===== config.mk =====
export PLATFORM = sky130hd
export DESIGN_NAME = mia_top
export DESIGN_NICKNAME = d
export VERILOG_FILES = /design/src/design/mia_pkg.sv /design/src/design/mia_top.sv
export SDC_FILE = /design/constraint.sdc
export NUM_CORES = 1
export LEC_CHECK = 0
export ABC_AREA = 1
export BUFFER_PORTS_ARGS = -buffer_cell sky130_fd_sc_hd__buf_2
export CAP_MARGIN = 0
export CELL_PAD_IN_SITES_DETAIL_PLACEMENT = 0
export CELL_PAD_IN_SITES_GLOBAL_PLACEMENT = 2
export CORE_UTILIZATION = 34
export CTS_CLUSTER_SIZE = 12
export DETAILED_ROUTE_END_ITERATION = 10
export GPL_TIMING_DRIVEN = 0
export PLACE_DENSITY_LB_ADDON = 0.1
export SYNTH_ARGS = -nofsm -noshare
export SYNTH_HDL_FRONTEND = slang
export SYNTH_SLANG_ARGS = --single-unit

===== constraint.sdc =====
create_clock -name core_clk -period 9.3 [get_ports core_clk]
set_input_delay 1.86 -clock core_clk [delete_from_list [all_inputs] [get_ports core_clk]]
set_output_delay 1.86 -clock core_clk [all_outputs]
set_load 0.05 [all_outputs]

===== src/design/mia_pkg.sv =====
// Constants and carrier types for the module I/O and node address block.
// Assumes a single 20 MHz core clock and a plain register port.
package mia_pkg;

  ////////////////////////////////////////////////////////////////////////////
  // Clock and timing
  localparam int unsigned CLK_HZ = 20_000_000;
  localparam int unsigned CLK_PERIOD_NS = 50;
  // Straps and pad short must be stable this long before they are sampled
  localparam int unsigned STRAP_SETTLE_NS = 10_000;
  localparam int unsigned SETTLE_CYC = (STRAP_SETTLE_NS + CLK_PERIOD_NS - 1) / CLK_PERIOD_NS;
  localparam int unsigned DEFAULT_BAUD = 9_600;
  localparam int unsigned MAX_BAUD = 1_000_000;
  localparam logic [15:0] BAUD_DIV_DEFAULT = 16'(CLK_HZ / DEFAULT_BAUD);
  // Least divider: a faster rate than the transceiver limit is never produced
  localparam logic [15:0] BAUD_DIV_MIN = 16'((CLK_HZ + MAX_BAUD - 1) / MAX_BAUD);

  ////////////////////////////////////////////////////////////////////////////
  // Register offsets (byte addresses)
  localparam logic [7:0] OFS_CTRL = 8'h00;
  localparam logic [7:0] OFS_NV_ADDR = 8'h04;
  localparam logic [7:0] OFS_BAUD = 8'h08;
  localparam logic [7:0] OFS_STATUS = 8'h0c;
  localparam logic [7:0] OFS_AIN = 8'h10;
  localparam logic [7:0] OFS_INPUTS = 8'h14;

  // CTRL fields
  localparam int unsigned CTRL_LIMIT_L_EN = 0;
  localparam int unsigned CTRL_LIMIT_R_EN = 1;
  localparam int unsigned CTRL_DRIVER_ONLY = 2;
  localparam int unsigned CTRL_AIN_DIGITAL = 3;
  localparam int unsigned CTRL_GENERAL_DIGITAL_OUTPUT = 4;
  localparam int unsigned CTRL_CAN_REQ = 5;
  localparam int unsigned CTRL_NODE_PROTO = 6;
  localparam int unsigned CTRL_W = 7;
  localparam logic [6:0] CTRL_RESET = 7'h00;

  // NV_ADDR fields
  localparam int unsigned NVA_MOD_LSB = 0;
  localparam int unsigned NVA_REPLY_LSB = 8;
  localparam int unsigned NVA_NODE_LSB = 16;

  // Address defaults
  localparam logic [7:0] MOD_ADDR_DEFAULT = 8'h01;
  localparam logic [7:0] REPLY_ADDR_DEFAULT = 8'h02;
  localparam logic [6:0] NODE_ID_DEFAULT = 7'h01;
  localparam logic [7:0] STRAP_REPLY_ADDR = 8'hff;

  localparam int unsigned ADC_W = 12;

  ////////////////////////////////////////////////////////////////////////////
  // Persistent settings image
  typedef struct packed {
    logic [7:0] module_addr;
    logic [7:0] reply_addr;
    logic [6:0] node_id;
    logic [15:0] baud_div;
  } mia_nv_t;

  localparam mia_nv_t NV_DEFAULT = '{
    module_addr: MOD_ADDR_DEFAULT,
    reply_addr: REPLY_ADDR_DEFAULT,
    node_id: NODE_ID_DEFAULT,
    baud_div: BAUD_DIV_DEFAULT
  };

  // Addresses in force
  typedef struct packed {
    logic [7:0] module_addr;
    logic [7:0] reply_addr;
    logic [6:0] node_id;
    logic from_strap;
  } mia_addr_t;

  typedef enum logic [1:0] {
    ST_SETTLE,
    ST_SAMPLE,
    ST_RUN
  } mia_state_t;

endpackage : mia_pkg


===== src/design/mia_top.sv =====
// Module I/O and node address logic of a single-axis stepper module.
// Assumes all pins are asynchronous to core_clk, the ramp generator and ADC
// run on core_clk, and a nonvolatile store presents its image at reset.
//
// Operation
// - With all four address straps low, the stored node address and node id are used.
// - With any strap high, the command-protocol module address is the strap value 1 to 15.
// - While the address comes from the straps, the reply address is 255 on every link.
// - In node-id protocol mode with any strap high, the node id is the strap value 1 to 15.
// - With left limit enabled, negative-direction steps are blocked while the left input is active.
// - With right limit enabled, positive-direction steps are blocked while the right input is active.
// - The analog input reads as a 12-bit code from 0 to 4095.
// - The analog input may instead be read as a plain digital level.
// - Shorted debug pads at power-up restore all persistent settings to factory defaults.
// - After a factory restore the serial link runs at 9600 bit/s, never above 1 Mbit/s.
// - The CAN interface is disabled whenever USB is present.
// - In driver-only mode external step and direction inputs move the motor.
//
// Design decisions made here: the register addresses and the address-and-strobe port.
`timescale 1ns/1ps
module mia_top
  import mia_pkg::*;
(
  // Clock and reset
  input wire logic core_clk,
  input wire logic sys_rst,
  // Register port
  input wire logic [7:0] reg_addr,
  input wire logic [31:0] reg_wdata,
  input wire logic reg_wr,
  input wire logic reg_rd,
  output logic [31:0] reg_rdata,
  output logic bus_ready,
  // Address straps and factory restore pads
  input wire logic node_strap_bit_zero,
  input wire logic node_strap_bit_one,
  input wire logic node_strap_bit_two,
  input wire logic node_strap_bit_three,
  input wire logic debug_pad_data,
  // Persistent settings store
  input wire mia_nv_t nv_image_in,
  output mia_nv_t nv_image_out,
  output logic nv_commit,
  // Addresses in force
  output mia_addr_t addr_active,
  // General inputs and output
  input wire logic analog_general_input,
  input wire logic [ADC_W-1:0] adc_code,
  input wire logic adc_valid,
  input wire logic general_digital_input_a,
  input wire logic general_digital_input_b,
  output logic general_digital_output,
  input wire logic quadrature_channel_a,
  input wire logic quadrature_channel_b,
  input wire logic quadrature_index,
  // Limit switches
  input wire logic limit_left_in,
  input wire logic limit_right_in,
  // Motion sources and driver outputs
  input wire logic ramp_step,
  input wire logic ramp_dir,
  input wire logic ext_step_in,
  input wire logic ext_dir_in,
  output logic drv_step,
  output logic drv_dir,
  // Communication control
  input wire logic usb_present,
  output logic can_enable,
  output logic serial_bit_tick
);

  ////////////////////////////////////////////////////////////////////////////
  // Pin synchronisers: stage one feeds stage two only
  localparam int unsigned NSYNC = 15;
  logic [NSYNC-1:0] pins_raw;
  logic [NSYNC-1:0] sync1_r;
  logic [NSYNC-1:0] sync2_r;
  logic step_prev_r;

  assign pins_raw = {ext_dir_in, ext_step_in, usb_present, limit_right_in, limit_left_in,
                     quadrature_index, quadrature_channel_b, quadrature_channel_a,
                     general_digital_input_b, general_digital_input_a,
                     analog_general_input, debug_pad_data,
                     node_strap_bit_three, node_strap_bit_two, node_strap_bit_one};

  // Strap bit zero is synchronised on its own to keep the bit order obvious
  logic strap0_s1_r;
  logic strap0_s2_r;

  always_ff @(posedge core_clk or posedge sys_rst) begin
    if (sys_rst) begin
      sync1_r <= '0;
      sync2_r <= '0;
      strap0_s1_r <= 1'b0;
      strap0_s2_r <= 1'b0;
      step_prev_r <= 1'b0;
    end else begin
      sync1_r <= pins_raw;
      sync2_r <= sync1_r;
      strap0_s1_r <= node_strap_bit_zero;
      strap0_s2_r <= strap0_s1_r;
      step_prev_r <= sync2_r[13];
    end
  end

  logic [3:0] strap_s;
  logic pad_short_s;
  logic ain_dig_s;
  logic usb_s;
  logic lim_l_s;
  logic lim_r_s;
  logic ext_step_s;
  logic ext_dir_s;

  assign strap_s = {sync2_r[2:0], strap0_s2_r};
  assign pad_short_s = sync2_r[3];
  assign ain_dig_s = sync2_r[4];
  assign lim_l_s = sync2_r[10];
  assign lim_r_s = sync2_r[11];
  assign usb_s = sync2_r[12];
  assign ext_step_s = sync2_r[13];
  assign ext_dir_s = sync2_r[14];

  ////////////////////////////////////////////////////////////////////////////
  // Start-up sequence: settle, sample once, then serve the bus
  mia_state_t state_r, state_nxt;
  logic [15:0] settle_cnt_r, settle_cnt_nxt;
  logic [3:0] strap_r, strap_nxt;
  logic factory_r, factory_nxt;

  always_comb begin
    state_nxt = state_r;
    settle_cnt_nxt = settle_cnt_r;
    strap_nxt = strap_r;
    factory_nxt = factory_r;
    case (state_r)
      ST_SETTLE: begin
        if (settle_cnt_r == 16'(SETTLE_CYC - 1)) begin
          state_nxt = ST_SAMPLE;
        end else begin
          settle_cnt_nxt = settle_cnt_r + 16'h0001;
        end
      end
      ST_SAMPLE: begin
        strap_nxt = strap_s;
        factory_nxt = pad_short_s;
        state_nxt = ST_RUN;
      end
      default: begin
        state_nxt = ST_RUN;
      end
    endcase
  end

  always_ff @(posedge core_clk or posedge sys_rst) begin
    if (sys_rst) begin
      state_r <= ST_SETTLE;
      settle_cnt_r <= 16'h0000;
      strap_r <= 4'h0;
      factory_r <= 1'b0;
    end else begin
      state_r <= state_nxt;
      settle_cnt_r <= settle_cnt_nxt;
      strap_r <= strap_nxt;
      factory_r <= factory_nxt;
    end
  end

  logic sample_now;
  logic run;
  assign sample_now = (state_r == ST_SAMPLE);
  assign run = (state_r == ST_RUN);
  assign bus_ready = run;

  ////////////////////////////////////////////////////////////////////////////
  // Software registers and persistent settings
  logic [CTRL_W-1:0] ctrl_r, ctrl_nxt;
  mia_nv_t nv_r, nv_nxt;
  logic commit_r, commit_nxt;
  logic wr_go;

  // Divider never goes below the 1 Mbit/s floor
  function automatic logic [15:0] clamp_div(input logic [15:0] div);
    clamp_div = (div < BAUD_DIV_MIN) ? BAUD_DIV_MIN : div;
  endfunction : clamp_div

  // Strap value replaces the stored one unless all straps are low
  function automatic logic [7:0] pick_addr(input logic [3:0] strap, input logic [7:0] stored);
    pick_addr = (strap == 4'h0) ? stored : {4'h0, strap};
  endfunction : pick_addr

  assign wr_go = reg_wr && run;

  always_comb begin
    ctrl_nxt = ctrl_r;
    nv_nxt = nv_r;
    commit_nxt = 1'b0;
    if (sample_now) begin
      if (pad_short_s) begin
        nv_nxt = NV_DEFAULT;
        commit_nxt = 1'b1;
      end else begin
        nv_nxt = nv_image_in;
        nv_nxt.baud_div = clamp_div(nv_image_in.baud_div);
      end
    end else if (wr_go) begin
      if (reg_addr == OFS_CTRL) begin
        ctrl_nxt = reg_wdata[CTRL_W-1:0];
      end else if (reg_addr == OFS_NV_ADDR) begin
        nv_nxt.module_addr = reg_wdata[NVA_MOD_LSB +: 8];
        nv_nxt.reply_addr = reg_wdata[NVA_REPLY_LSB +: 8];
        nv_nxt.node_id = reg_wdata[NVA_NODE_LSB +: 7];
        commit_nxt = 1'b1;
      end else if (reg_addr == OFS_BAUD) begin
        nv_nxt.baud_div = clamp_div(reg_wdata[15:0]);
        commit_nxt = 1'b1;
      end
    end
  end

  always_ff @(posedge core_clk or posedge sys_rst) begin
    if (sys_rst) begin
      ctrl_r <= CTRL_RESET;
      nv_r <= NV_DEFAULT;
      commit_r <= 1'b0;
    end else begin
      ctrl_r <= ctrl_nxt;
      nv_r <= nv_nxt;
      commit_r <= commit_nxt;
    end
  end

  assign nv_image_out = nv_r;
  assign nv_commit = commit_r;

  ////////////////////////////////////////////////////////////////////////////
  // Addresses in force
  mia_addr_t addr_r, addr_nxt;

  always_comb begin
    addr_nxt.from_strap = (strap_r != 4'h0);
    addr_nxt.module_addr = pick_addr(strap_r, nv_r.module_addr);
    addr_nxt.reply_addr = (strap_r != 4'h0) ? STRAP_REPLY_ADDR : nv_r.reply_addr;
    // Node id follows the straps only under the node-id protocol
    if (ctrl_r[CTRL_NODE_PROTO] && (strap_r != 4'h0)) begin
      addr_nxt.node_id = {3'h0, strap_r};
    end else begin
      addr_nxt.node_id = nv_r.node_id;
    end
  end

  always_ff @(posedge core_clk or posedge sys_rst) begin
    if (sys_rst) begin
      addr_r <= '0;
    end else begin
      addr_r <= addr_nxt;
    end
  end

  assign addr_active = addr_r;

  ////////////////////////////////////////////////////////////////////////////
  // Analog input capture
  logic [ADC_W-1:0] adc_r, adc_nxt;

  always_comb begin
    adc_nxt = adc_r;
    if (adc_valid) begin
      adc_nxt = adc_code;
    end
  end

  always_ff @(posedge core_clk or posedge sys_rst) begin
    if (sys_rst) begin
      adc_r <= '0;
    end else begin
      adc_r <= adc_nxt;
    end
  end

  ////////////////////////////////////////////////////////////////////////////
  // Step gating against limit switches
  logic step_src;
  logic dir_src;
  logic block_step;
  logic step_q_r, step_q_nxt;
  logic dir_q_r, dir_q_nxt;

  always_comb begin
    if (ctrl_r[CTRL_DRIVER_ONLY]) begin
      step_src = ext_step_s && !step_prev_r;
      dir_src = ext_dir_s;
    end else begin
      step_src = ramp_step;
      dir_src = ramp_dir;
    end
    // Direction high counts up; low counts down
    block_step = (!dir_src && ctrl_r[CTRL_LIMIT_L_EN] && lim_l_s)
              || (dir_src && ctrl_r[CTRL_LIMIT_R_EN] && lim_r_s);
    step_q_nxt = step_src && !block_step && run;
    dir_q_nxt = dir_src;
  end

  always_ff @(posedge core_clk or posedge sys_rst) begin
    if (sys_rst) begin
      step_q_r <= 1'b0;
      dir_q_r <= 1'b0;
    end else begin
      step_q_r <= step_q_nxt;
      dir_q_r <= dir_q_nxt;
    end
  end

  assign drv_step = step_q_r;
  assign drv_dir = dir_q_r;

  ////////////////////////////////////////////////////////////////////////////
  // Serial bit-rate enable and CAN gating
  logic [15:0] baud_cnt_r, baud_cnt_nxt;
  logic tick_r, tick_nxt;
  logic can_r, can_nxt;

  always_comb begin
    tick_nxt = 1'b0;
    baud_cnt_nxt = baud_cnt_r + 16'h0001;
    if (baud_cnt_r >= nv_r.baud_div - 16'h0001) begin
      baud_cnt_nxt = 16'h0000;
      tick_nxt = run;
    end
    can_nxt = ctrl_r[CTRL_CAN_REQ] && !usb_s && run;
  end

  always_ff @(posedge core_clk or posedge sys_rst) begin
    if (sys_rst) begin
      baud_cnt_r <= 16'h0000;
      tick_r <= 1'b0;
      can_r <= 1'b0;
    end else begin
      baud_cnt_r <= baud_cnt_nxt;
      tick_r <= tick_nxt;
      can_r <= can_nxt;
    end
  end

  assign serial_bit_tick = tick_r;
  assign can_enable = can_r;
  assign general_digital_output = ctrl_r[CTRL_GENERAL_DIGITAL_OUTPUT];

  ////////////////////////////////////////////////////////////////////////////
  // Register read port: data in the cycle after the strobe
  logic [31:0] rdata_r, rdata_nxt;

  always_comb begin
    rdata_nxt = 32'h0000_0000;
    if (reg_rd && run) begin
      if (reg_addr == OFS_CTRL) begin
        rdata_nxt = {25'h000_0000, ctrl_r};
      end else if (reg_addr == OFS_NV_ADDR) begin
        rdata_nxt = {9'h000, nv_r.node_id, nv_r.reply_addr, nv_r.module_addr};
      end else if (reg_addr == OFS_BAUD) begin
        rdata_nxt = {16'h0000, nv_r.baud_div};
      end else if (reg_addr == OFS_STATUS) begin
        rdata_nxt = {4'h0, usb_s, can_r, factory_r, addr_r.from_strap,
                     1'b0, addr_r.node_id, addr_r.reply_addr, addr_r.module_addr};
      end else if (reg_addr == OFS_AIN) begin
        if (ctrl_r[CTRL_AIN_DIGITAL]) begin
          rdata_nxt = {31'h0000_0000, ain_dig_s};
        end else begin
          rdata_nxt = {20'h0_0000, adc_r};
        end
      end else if (reg_addr == OFS_INPUTS) begin
        rdata_nxt = {21'h00_0000, ext_dir_s, ext_step_s, lim_r_s, lim_l_s,
                     sync2_r[9:5], ain_dig_s, strap_s != 4'h0};
      end
    end
  end

  always_ff @(posedge core_clk or posedge sys_rst) begin
    if (sys_rst) begin
      rdata_r <= 32'h0000_0000;
    end else begin
      rdata_r <= rdata_nxt;
    end
  end

  assign reg_rdata = rdata_r;

endmodule : mia_top


==> out/summary.txt, run 1 <==
DRC viols: 0
Worst VDD drop: 114 uV
Min-delay worst type: reg2reg
Worst Setup End Kind: primary output
Pwr Total: 1720 uW
Die ar.: 27100 um2
Vias in the first global route: 7798
Total setup buffers inserted after CTS: 0
Starting DRC count in detailed routing: 442
Max_slew headroom: 57.4%
DRT Pass-1 Iters: 5
Share of layout cells above drive strength 1: 22.5%
Hold Path End: sync2_r[8]$_DFF_PP0_
Max incr delay on CP: 420 ps
Mean Syn Cell Area: 8.35 um2
Critical hold path startpoint: sync1_r[8]$_DFF_PP0_
Antenna violations before repair: 7
Worst path cell trace: inv_2 > nor2_4 > buf_2
Hold path cells: 0
Final setup viols: 0
MaxCap Viol Count: 0
Clock root buffer master: clkbuf_16
ANT nets after route: 0
Row count: 59
GPL Wtd Cong: 0.819
Mux contribution to synthesized area: 0.501%
Data required time of the worst path: 7440 ps
Warnings, synthesis: 0
Critical path class: reg2out
Num CTS Buffers: 17
Placed Area: 10500 um2
GRT Total Usage: 22.4%
Crit path buf inv count: 2
RSZ-0062 raised after global routing: false
Synth Area in Adders: 2.64%
EDFF count, synth: 0
# hold bufs at CTS: 0
Slew @ Worst Pin: 639 ps
Vias: 7817
Initial core utilization: 34.6%
Clk pin slew, worst setup/hold paths: 80 ps
Simple-gate share of the synthesized area: 22.6%
Fill count: 2757
Hold Fails Final Rpt: 0
Smallest setup slack after layout: 5930 ps
Die X: 165 um
Main synth FF type: dfrtp_1
Status: completed
Worst slack at placement: 5560 ps
R2r endpoint: baud_cnt_r[11]$_DFF_PP0_
Worst-Skew Late Latency: 440 ps
Yosys reg bits: 186
H-Tree Depth: 4
Synth Area in XOR/XNOR: 3.50%
I/O Pins: 216
Sequential element share of the synthesized area: 51.8%
Worst-path fanout max: 6
Final Routed Wirelength: 29300 um
Reg2reg setup slack: 6110 ps
Nets: 1434
Async S/R FF share, synth: 100%
Mapped Area: 9000 um2
Die Ht: 165 um
Crit path max-delay cell type: dfrtp_1
Synth-to-Final Area Change: 22.8%
Max Fclk: 297 MHz
CTS tree: done
Vias/cell: 4.72
Worst r2r path cells: 15
R2r startpoint: nv_image_out[0]$_DFFE_PP1P_
Cells after Synth: 1077
Largest family of logic cells by synthesized area: simple AND/OR/NAND/NOR gates
Startpoint Class: flip-flop
Final Slew Violations: 0
DP HPWL: 22600 um
Sink Count: 186
Post-route cell area: 11000 um2
Crit-path leading delay family: flip-flops
Synth Area in Compound Gates: 10.3%
Period minus WS final: 3370 ps
Distinct cells, synth: 39
WL per Instance: 17.7 um
Worst EP arrival: 1510 ps
Clock Skews: 10.3 ps
Final period util: 36.2%
Clock Tree Buf Depth: 2
Total grt overflow: 0
Resize count post-CTS: 0
Largest net degree at the start of global routing: 120
Core Footprint: 26000 um2
Port bufs: 200
Pleak: 0.00570 uW
First-pass GRT wire length: 44900 um
P per Cell Area: 156 nW/um2
[synthesized netlist by cell type, types with 4 or more instances]
| cell | n | share of area, % |
|---|---|---|
| inv_1 | 145 | 6.1 |
| a31oi_1 | 9 | 0.63 |
| inv_2 | 4 | 0.17 |
| or2_2 | 5 | 0.35 |
| nand2_2 | 7 | 0.49 |
| nor3_1 | 20 | 1.1 |
| nor2_1 | 139 | 5.8 |
| buf_4 | 9 | 0.75 |
| dfstp_2 | 7 | 2.0 |
| nor2_4 | 4 | 0.50 |
| xor2_1 | 26 | 2.5 |
| a21oi_1 | 40 | 2.2 |
| o221ai_1 | 9 | 0.88 |
| mux2_2 | 4 | 0.50 |
| o21ai_0 | 82 | 4.6 |
| xnor2_1 | 10 | 0.97 |
| clkbuf_1 | 8 | 0.33 |
| nand4_1 | 12 | 0.83 |
| dfrtp_1 | 179 | 50 |
| nand2_1 | 221 | 9.2 |
| ha_1 | 19 | 2.6 |
| a22oi_1 | 12 | 1.0 |
| nand3_1 | 68 | 3.8 |
| buf_2 | 15 | 0.83 |
[per-layer routing]
layer  track usage [%]  part of all wire (%)  vias to the layer above
met5                 0                  0.12                        -
li1                  -                     -                     3886
met3              5.30                   5.6                       16
met1              30.2                    46                     3720
met2              37.0                    48                      189
met4              3.50                  0.53                        6
[final cells by class]
type / instances / area (um2) / area share [%]
Antenna cell: 6 / 15.0 / 0.136
Buffer: 35 / 206 / 1.87
Clock buffer: 20 / 447 / 4.04
Clock inverter: 12 / 118 / 1.06
Inverter: 149 / 567 / 5.13
Multi-Input combinational cell: 711 / 3580 / 32.4
Sequential cell: 186 / 4660 / 42.2
Tap cell: 335 / 419 / 3.79
Timing Repair Buffer: 201 / 1030 / 9.31
[how the worst max path moves through the flow]
stage / startpoint / end / depth (start not counted)
floorplan: sys_rst / adc_r[0]$_DFFE_PP0P_ / 1
global placement: sys_rst / reg_rdata[21]$_DFF_PP0_ / 2
detailed placement: reg_addr[6] / reg_rdata[9]$_DFF_PP0_ / 9
CTS: state_r[1]$_DFFE_PP0N_ / bus_ready / 3
global route: nv_image_out[0]$_DFFE_PP1P_ / baud_cnt_r[13]$_DFF_PP0_ / 15
finish: state_r[1]$_DFFE_PP0N_ / bus_ready / 3
[metrics by stage]
step                      util, %  hold WS [ps]  std cells  TNS, ps
after floorplan                 -           331       1081        0
after detailed placement     40.3           335       1617        0
after CTS                    42.4           345       1649        0
after global placement       40.1           334       1616    -8810
after global routing         42.5           350       1650        0
final                        42.5           343       1655        0
[layout by cell type (no fill, tap or decap), drive strengths merged]
cell type	synthesis	layout
clkbuf	8	28
xnor2	10	10
o211ai	1	1
xor2	26	26
a31oi	9	9
a21o	1	1
conb	1	5
and3	1	1
nor3	20	20
clkinv	0	3
o31ai	1	1
or2	5	5
o21ai	86	86
mux2	4	4
dfrtp	179	179
ha	19	19
nand2	228	228
diode	0	6
a22oi	12	12
a21oi	40	40
nand4	12	12
dfstp	7	7
o21a	1	1
inv	149	158
nor2	146	146
nand3	69	69
o21bai	2	2
nor3b	2	2
o22ai	2	2
o221ai	9	9
buf	27	228
[state kept, by name (all words and copies together), names as in the netlist, 2 cells and up]
register      flops
adc_r            12
nv_image_out     39
sync1_r          15
settle_cnt_r     16
baud_cnt_r       16
sync2_r          15
strap_r           4
state_r           2
addr_active      24
reg_rdata        27
ctrl_r            7
[power breakdown]
part	internal, uW	leakage (uW)	switching (uW)	total, uW
sequential	834	0.00240	22.2	856
clock	364	0.000280	355	719
combinational	53.5	0.00301	95.8	149
[worst reg2reg max path, stage by stage, from the launching register on]
cell	delay, ps
dfstp_2	400
inv_1	130
ha_1	250
inv_1	90
nor2_1	170
nand2_1	130
nor3_1	250
xor2_1	170
inv_1	60
ha_1	260
nand2_1	70
nor3_1	270
nand3_1	110
nand3_1	340
buf_2	300
nor2_1	70
[cells by family after synthesis]
logic type      Yosys count
buf+inv                 184
compound gates          164
xor+xnor                 36
other cells               1
simple gates            483
flops                   186
fa+ha+maj                19
mux                       4
(Power assumes the default switching activity.)
==> run 2: changes to the inputs <==
--- a/config.mk
+++ b/config.mk
@@ -5,12 +5,12 @@
 export SDC_FILE = /design/constraint.sdc
 export NUM_CORES = 1
 export LEC_CHECK = 0
-export ABC_AREA = 1
+export ABC_AREA = 0
 export BUFFER_PORTS_ARGS = -buffer_cell sky130_fd_sc_hd__buf_2
 export CAP_MARGIN = 0
 export CELL_PAD_IN_SITES_DETAIL_PLACEMENT = 0
 export CELL_PAD_IN_SITES_GLOBAL_PLACEMENT = 2
-export CORE_UTILIZATION = 34
+export CORE_UTILIZATION = 30
 export CTS_CLUSTER_SIZE = 12
 export DETAILED_ROUTE_END_ITERATION = 10
 export GPL_TIMING_DRIVEN = 0
==> constraint.sdc (replaced) <==
create_clock -name core_clk -period 2.9 [get_ports core_clk]
set_input_delay 0.58 -clock core_clk [delete_from_list [all_inputs] [get_ports core_clk]]
set_output_delay 0.58 -clock core_clk [all_outputs]
set_load 0.05 [all_outputs]
==> out/summary.txt, run 2 <==
Status: finished, violations left
Failing checks: setup timing
Commonest non-fill, non-tap cell in the layout: buf_2
Pleak: 0.00534 uW
Vias/cell: 4.91
DP Cell Count: 1372
Synth-to-Final Area Change: 26.8%
CTS tree: done
Sequential element share of the synthesized area: 54.9%
Worst-Skew Late Latency: 440 ps
DP HPWL: 23000 um
Initial core utilization: 30.5%
Mean Syn Cell Area: 10.8 um2
Smallest setup slack after layout: -232 ps
Yosys reg bits: 186
Die X: 170 um
Post-route cell area: 10800 um2
Clock Skews: 14.0 ps
Worst slack at placement: -532 ps
Warnings, synthesis: 0
Synth top area share: 52.7%
Finished Core Util: 38.7%
Largest net degree at the start of global routing: 41
Antenna violations before repair: 3
Share of layout cells above drive strength 1: 32.1%
Placed Area: 10100 um2
Max Fclk: 319 MHz
Async S/R FF share, synth: 100%
Sink Count: 186
Clock root buffer master: clkbuf_16
I/O Pins: 216
Cell Count, Final, Fillers Out: 1413
Slew @ Worst Pin: 1030 ps
Area contributors post-synth: dfrtp_1 53%, nand2_1 3.4%, o21ai_0 3.1%
Clk pin slew, worst setup/hold paths: 80 ps
Final setup viols: 17
Mapped Area: 8500 um2
Worst Setup SP: nv_image_out[3]$_DFFE_PP0P_
Register area: 4670 um2
Clock Tree Buf Depth: 2
Worst r2r path cells: 13
Worst-path fanout max: 6
Data required time of the worst path: 3240 ps
MaxCap Viol Count: 0
R2r startpoint: nv_image_out[3]$_DFFE_PP0P_
Final Routed Wirelength: 30300 um
ANT nets after route: 0
Commonest cells post-synth: 179 x dfrtp_1, 78 x nand2_1, 52 x o21ai_0
WL per Instance: 21.5 um
Critical hold path startpoint: node_strap_bit_three
Hold path cells: 1
Port bufs: 200
Max FFs per register: 39
Starting DRC count in detailed routing: 490
Hold Fails Final Rpt: 0
GPL Wtd Cong: 0.783
Main synth FF type: dfrtp_1
GRT Total Usage: 21.6%
Final Slew Violations: 0
Worst VDD drop: 329 uV
Worst Setup End Kind: flip-flop
Critical path class: reg2reg
DRT Pass-1 Iters: 4
Multi-input logic area: 3620 um2
Fill count: 2870
First-pass GRT wire length: 45700 um
Num CTS Buffers: 17
RSZ-0062 raised after global routing: true
Row count: 61
Vias in the first global route: 7149
Worst EP arrival: 3470 ps
Final TNS setup: -3370 ps
Die ar.: 29000 um2
Most frequent cells in the layout: 213 x buf_2, 176 x dfrtp_1, 77 x nand2_1, 51 x o21ai_0, 41 x nor2_1
Distinct cells, synth: 61
Yosys top cell by area: dfrtp_1
EDFF count, synth: 0
Max_slew headroom: 30.5%
Nets: 1153
Min-delay worst type: in2reg
Vias: 6939
P per Cell Area: 521 nW/um2
Period minus WS final: 3130 ps
Total grt overflow: 0
Die Ht: 170 um
Startpoint Class: flip-flop
Dominant cell by count in the synthesized netlist: dfrtp_1
Final period util: 108%
Cells after Synth: 786
Core Footprint: 27900 um2
DRC viols: 0
H-Tree Depth: 4
==> run 2: kinds of logic after synthesis <==
| kind of cell | after synthesis | synth area share, % |
|---|---|---|
| compound gates | 169 | 12.7 |
| mux | 34 | 4.34 |
| fa+ha+maj | 19 | 2.80 |
| xor+xnor | 43 | 4.43 |
| other cells | 1 | 0.0441 |
| simple gates | 275 | 17.5 |
| flops | 186 | 54.9 |
| buf+inv | 59 | 3.30 |
==> run 2: metal layers <==
layer  GRT usage (%)  vias up  wire [um]
met3            4.81       24       1430
met2            34.1      184      14100
li1                -     3259          -
met4            5.21        2        392
met1            30.0     3470      14300
met5               0        -         14
==> run 2: repair_timing <==
action	CTS	global route
pin swaps	4	2
hold buffers	0	0
resized for setup	3	17
cloned	1	0
setup buffers	5	1
setup endpoints to repair	17	17
==> run 2: critical path, cell delays in order (launching register included) <==
cell and delay [ps]:
dfrtp_2 410, or3_4 400, or4_4 480, nor4_4 240, nand2_1 100, xor2_1 160
ha_1 340, a21oi_2 130, o21a_1 160, and3_1 160, a22oi_2 60, buf_6 130
buf_6 130, and2_4 120
==> run 2: path summary, 6_finish.rpt <==
check,slack (ps),end
setup / recovery,-230,serial_bit_tick$_DFF_PP0_
hold / removal,240,sync1_r[2]$_DFF_PP0_
setup reg to reg,-230,serial_bit_tick$_DFF_PP0_
hold reg to reg,350,sync2_r[14]$_DFF_PP0_
max in group asynchronous,1110,addr_active[20]$_DFF_PP0_
min in group asynchronous,310,baud_cnt_r[6]$_DFF_PP0_
==> run 2: report_power, final <==
group,switching [uW],total [uW],internal [uW]
clock network,1190,2340,1150
registers,76.8,2740,2670
logic,307,530,224
total,1580,5620,4040
==> run 2: area by class of cell <==
class	instances	share of cell area [%]
inverter	10	0.383
tap	378	4.39
timing repair buffer	211	10.6
clock inverter	15	1.42
buffer	49	2.31
antenna	2	0.0464
sequential	186	43.3
multi-input combinational	545	33.6
clock buffer	17	3.95
==> run 2: through the flow <==
| stage | power [uW] | hold slack, ps |
|---|---|---|
| final | 5620 | 240 |
| after global routing | 5870 | 211 |
| after CTS | 5650 | 223 |
| after detailed placement | 3280 | 335 |
| after global placement | 3270 | 333 |
| after floorplan | 3060 | 331 |
==> run 3: changes to the inputs <==
--- a/config.mk
+++ b/config.mk
@@ -5,12 +5,12 @@
 export SDC_FILE = /design/constraint.sdc
 export NUM_CORES = 1
 export LEC_CHECK = 0
-export ABC_AREA = 0
+export ABC_AREA = 1
 export BUFFER_PORTS_ARGS = -buffer_cell sky130_fd_sc_hd__buf_2
 export CAP_MARGIN = 0
 export CELL_PAD_IN_SITES_DETAIL_PLACEMENT = 0
 export CELL_PAD_IN_SITES_GLOBAL_PLACEMENT = 2
-export CORE_UTILIZATION = 30
+export CORE_UTILIZATION = 34
 export CTS_CLUSTER_SIZE = 12
 export DETAILED_ROUTE_END_ITERATION = 10
 export GPL_TIMING_DRIVEN = 0
==> constraint.sdc (replaced) <==
create_clock -name core_clk -period 3.9 [get_ports core_clk]
set_input_delay 0.78 -clock core_clk [delete_from_list [all_inputs] [get_ports core_clk]]
set_output_delay 0.78 -clock core_clk [all_outputs]
set_load 0.05 [all_outputs]
==> out/summary.txt, run 3 (synthesis gave the netlist of run 1 again) <==
Final setup viols: 0
Hold slack: 271 ps
MaxCap Viol Count: 0
Antenna violations before repair: 6
Final TNS setup: 0 ps
Vias in the first global route: 7700
RSZ-0062 raised after global routing: false
Total grt overflow: 0
Min-delay worst type: in2async
Die ar.: 27100 um2
Placed Area: 10500 um2
Slew @ Worst Pin: 648 ps
ANT nets after route: 0
GPL Wtd Cong: 0.804
GRT Total Usage: 22.3%
# hold bufs at CTS: 0
Clock Tree Buf Depth: 2
Final Routed Wirelength: 29300 um
Die X: 165 um
Initial core utilization: 34.6%
Starting DRC count in detailed routing: 458
Data required time of the worst path: 4220 ps
Port bufs: 200
First-pass GRT wire length: 44500 um
Finished Core Util: 42.8%
DP HPWL: 22700 um
Sink Count: 186
Status: completed
Vias/cell: 4.68
Clock root buffer master: clkbuf_16
Worst VDD drop: 342 uV
Synth-to-Final Area Change: 23.7%
Worst Setup End Kind: flip-flop
DRC viols: 0
Final period util: 80.9%
DRT Pass-1 Iters: 5
Period minus WS final: 3160 ps
Row count: 59
Total setup buffers inserted after CTS: 0
Resize count post-CTS: 0
Max Fclk: 317 MHz
Max_slew headroom: 56.8%
Most frequent cells in the layout: 221 x nand2_1, 215 x buf_2, 179 x dfrtp_1, 144 x inv_1, 139 x nor2_1
Vias: 7762
Clk pin slew, worst setup/hold paths: 70 ps
I/O Pins: 216
Critical path class: reg2reg
WL per Instance: 17.6 um
Worst r2r path cells: 15
Max FFs per register: 39
Share of layout cells above drive strength 1: 22.8%
Worst-Skew Late Latency: 440 ps
Num CTS Buffers: 17
Hold Fails Final Rpt: 0
R2r startpoint: nv_image_out[0]$_DFFE_PP1P_
H-Tree Depth: 4
Worst-path fanout max: 10
Final Slew Violations: 0
Reg2reg setup slack: 740 ps
Die Ht: 165 um
P per Cell Area: 374 nW/um2
Clock Skews: 18.1 ps
Core Footprint: 26000 um2
CTS tree: done
Pleak: 0.00572 uW
Commonest non-fill, non-tap cell in the layout: nand2_1
Post-route cell area: 11100 um2
Worst EP arrival: 3480 ps
R2r endpoint: baud_cnt_r[5]$_DFF_PP0_
Nets: 1438
Startpoint Class: flip-flop
Largest net degree at the start of global routing: 42
==> run 3: final cells by class <==
type,count,area [um2]
fill,2722,14900
timing repair buffer,205,1100
inverter,149,563
clock inverter,12,133
tap,335,419
multi-input combinational,711,3580
clock buffer,20,447
sequential,186,4660
buffer,35,206
antenna,7,17.5
==> run 3: worst max path at each step <==
stage / slack [ps] / depth (start not counted) / startpoint / to
after CTS: 660 / 15 / nv_image_out[0]$_DFFE_PP1P_ / baud_cnt_r[5]$_DFF_PP0_
after global routing: 430 / 15 / nv_image_out[0]$_DFFE_PP1P_ / baud_cnt_r[5]$_DFF_PP0_
final: 740 / 15 / nv_image_out[0]$_DFFE_PP1P_ / baud_cnt_r[5]$_DFF_PP0_
after floorplan: 730 / 1 / sys_rst / adc_r[0]$_DFFE_PP0P_
after global placement: -590 / 2 / sys_rst / baud_cnt_r[14]$_DFF_PP0_
after detailed placement: 660 / 15 / nv_image_out[0]$_DFFE_PP1P_ / baud_cnt_r[12]$_DFF_PP0_
==> run 3: worst max-delay path, cell delays in order (launching register included) <==
cell and delay (ps):
dfstp_2 400, inv_1 140, ha_1 250, inv_1 90, nor2_1 180, nand2_1 140, nor3_1 230, xor2_1 160
inv_1 50, ha_1 260, nand2_1 60, nor3_1 280, nand3_1 110, nand3_1 320, buf_2 300, nor2_1 60
==> run 3: through the flow <==
step,instances,worst slack [ps],power (uW)
2_1_floorplan,1081,733,2290
3_3_place_gp,1616,-586,2430
3_5_place_dp,1621,665,2450
4_1_cts,1653,658,4210
5_1_grt,1654,425,4330
6_report,1660,743,4160
==> run 3: power by group <==
part           switching, uW  internal (uW)  leakage [uW]  total [uW]
registers               50.1           1990       0.00240        2040
logic                    230            134       0.00304         364
clock network            839            922      0.000275        1760
total                   1120           3040       0.00572        4160
==> run 3: layer usage <==
metal	vias up	global-route usage, %	routed length (um)
met3	18	5.15	1600
met2	184	35.7	13800
met1	3656	30.5	13600
li1	3904	-	-
met5	-	0	0
met4	0	5.38	345
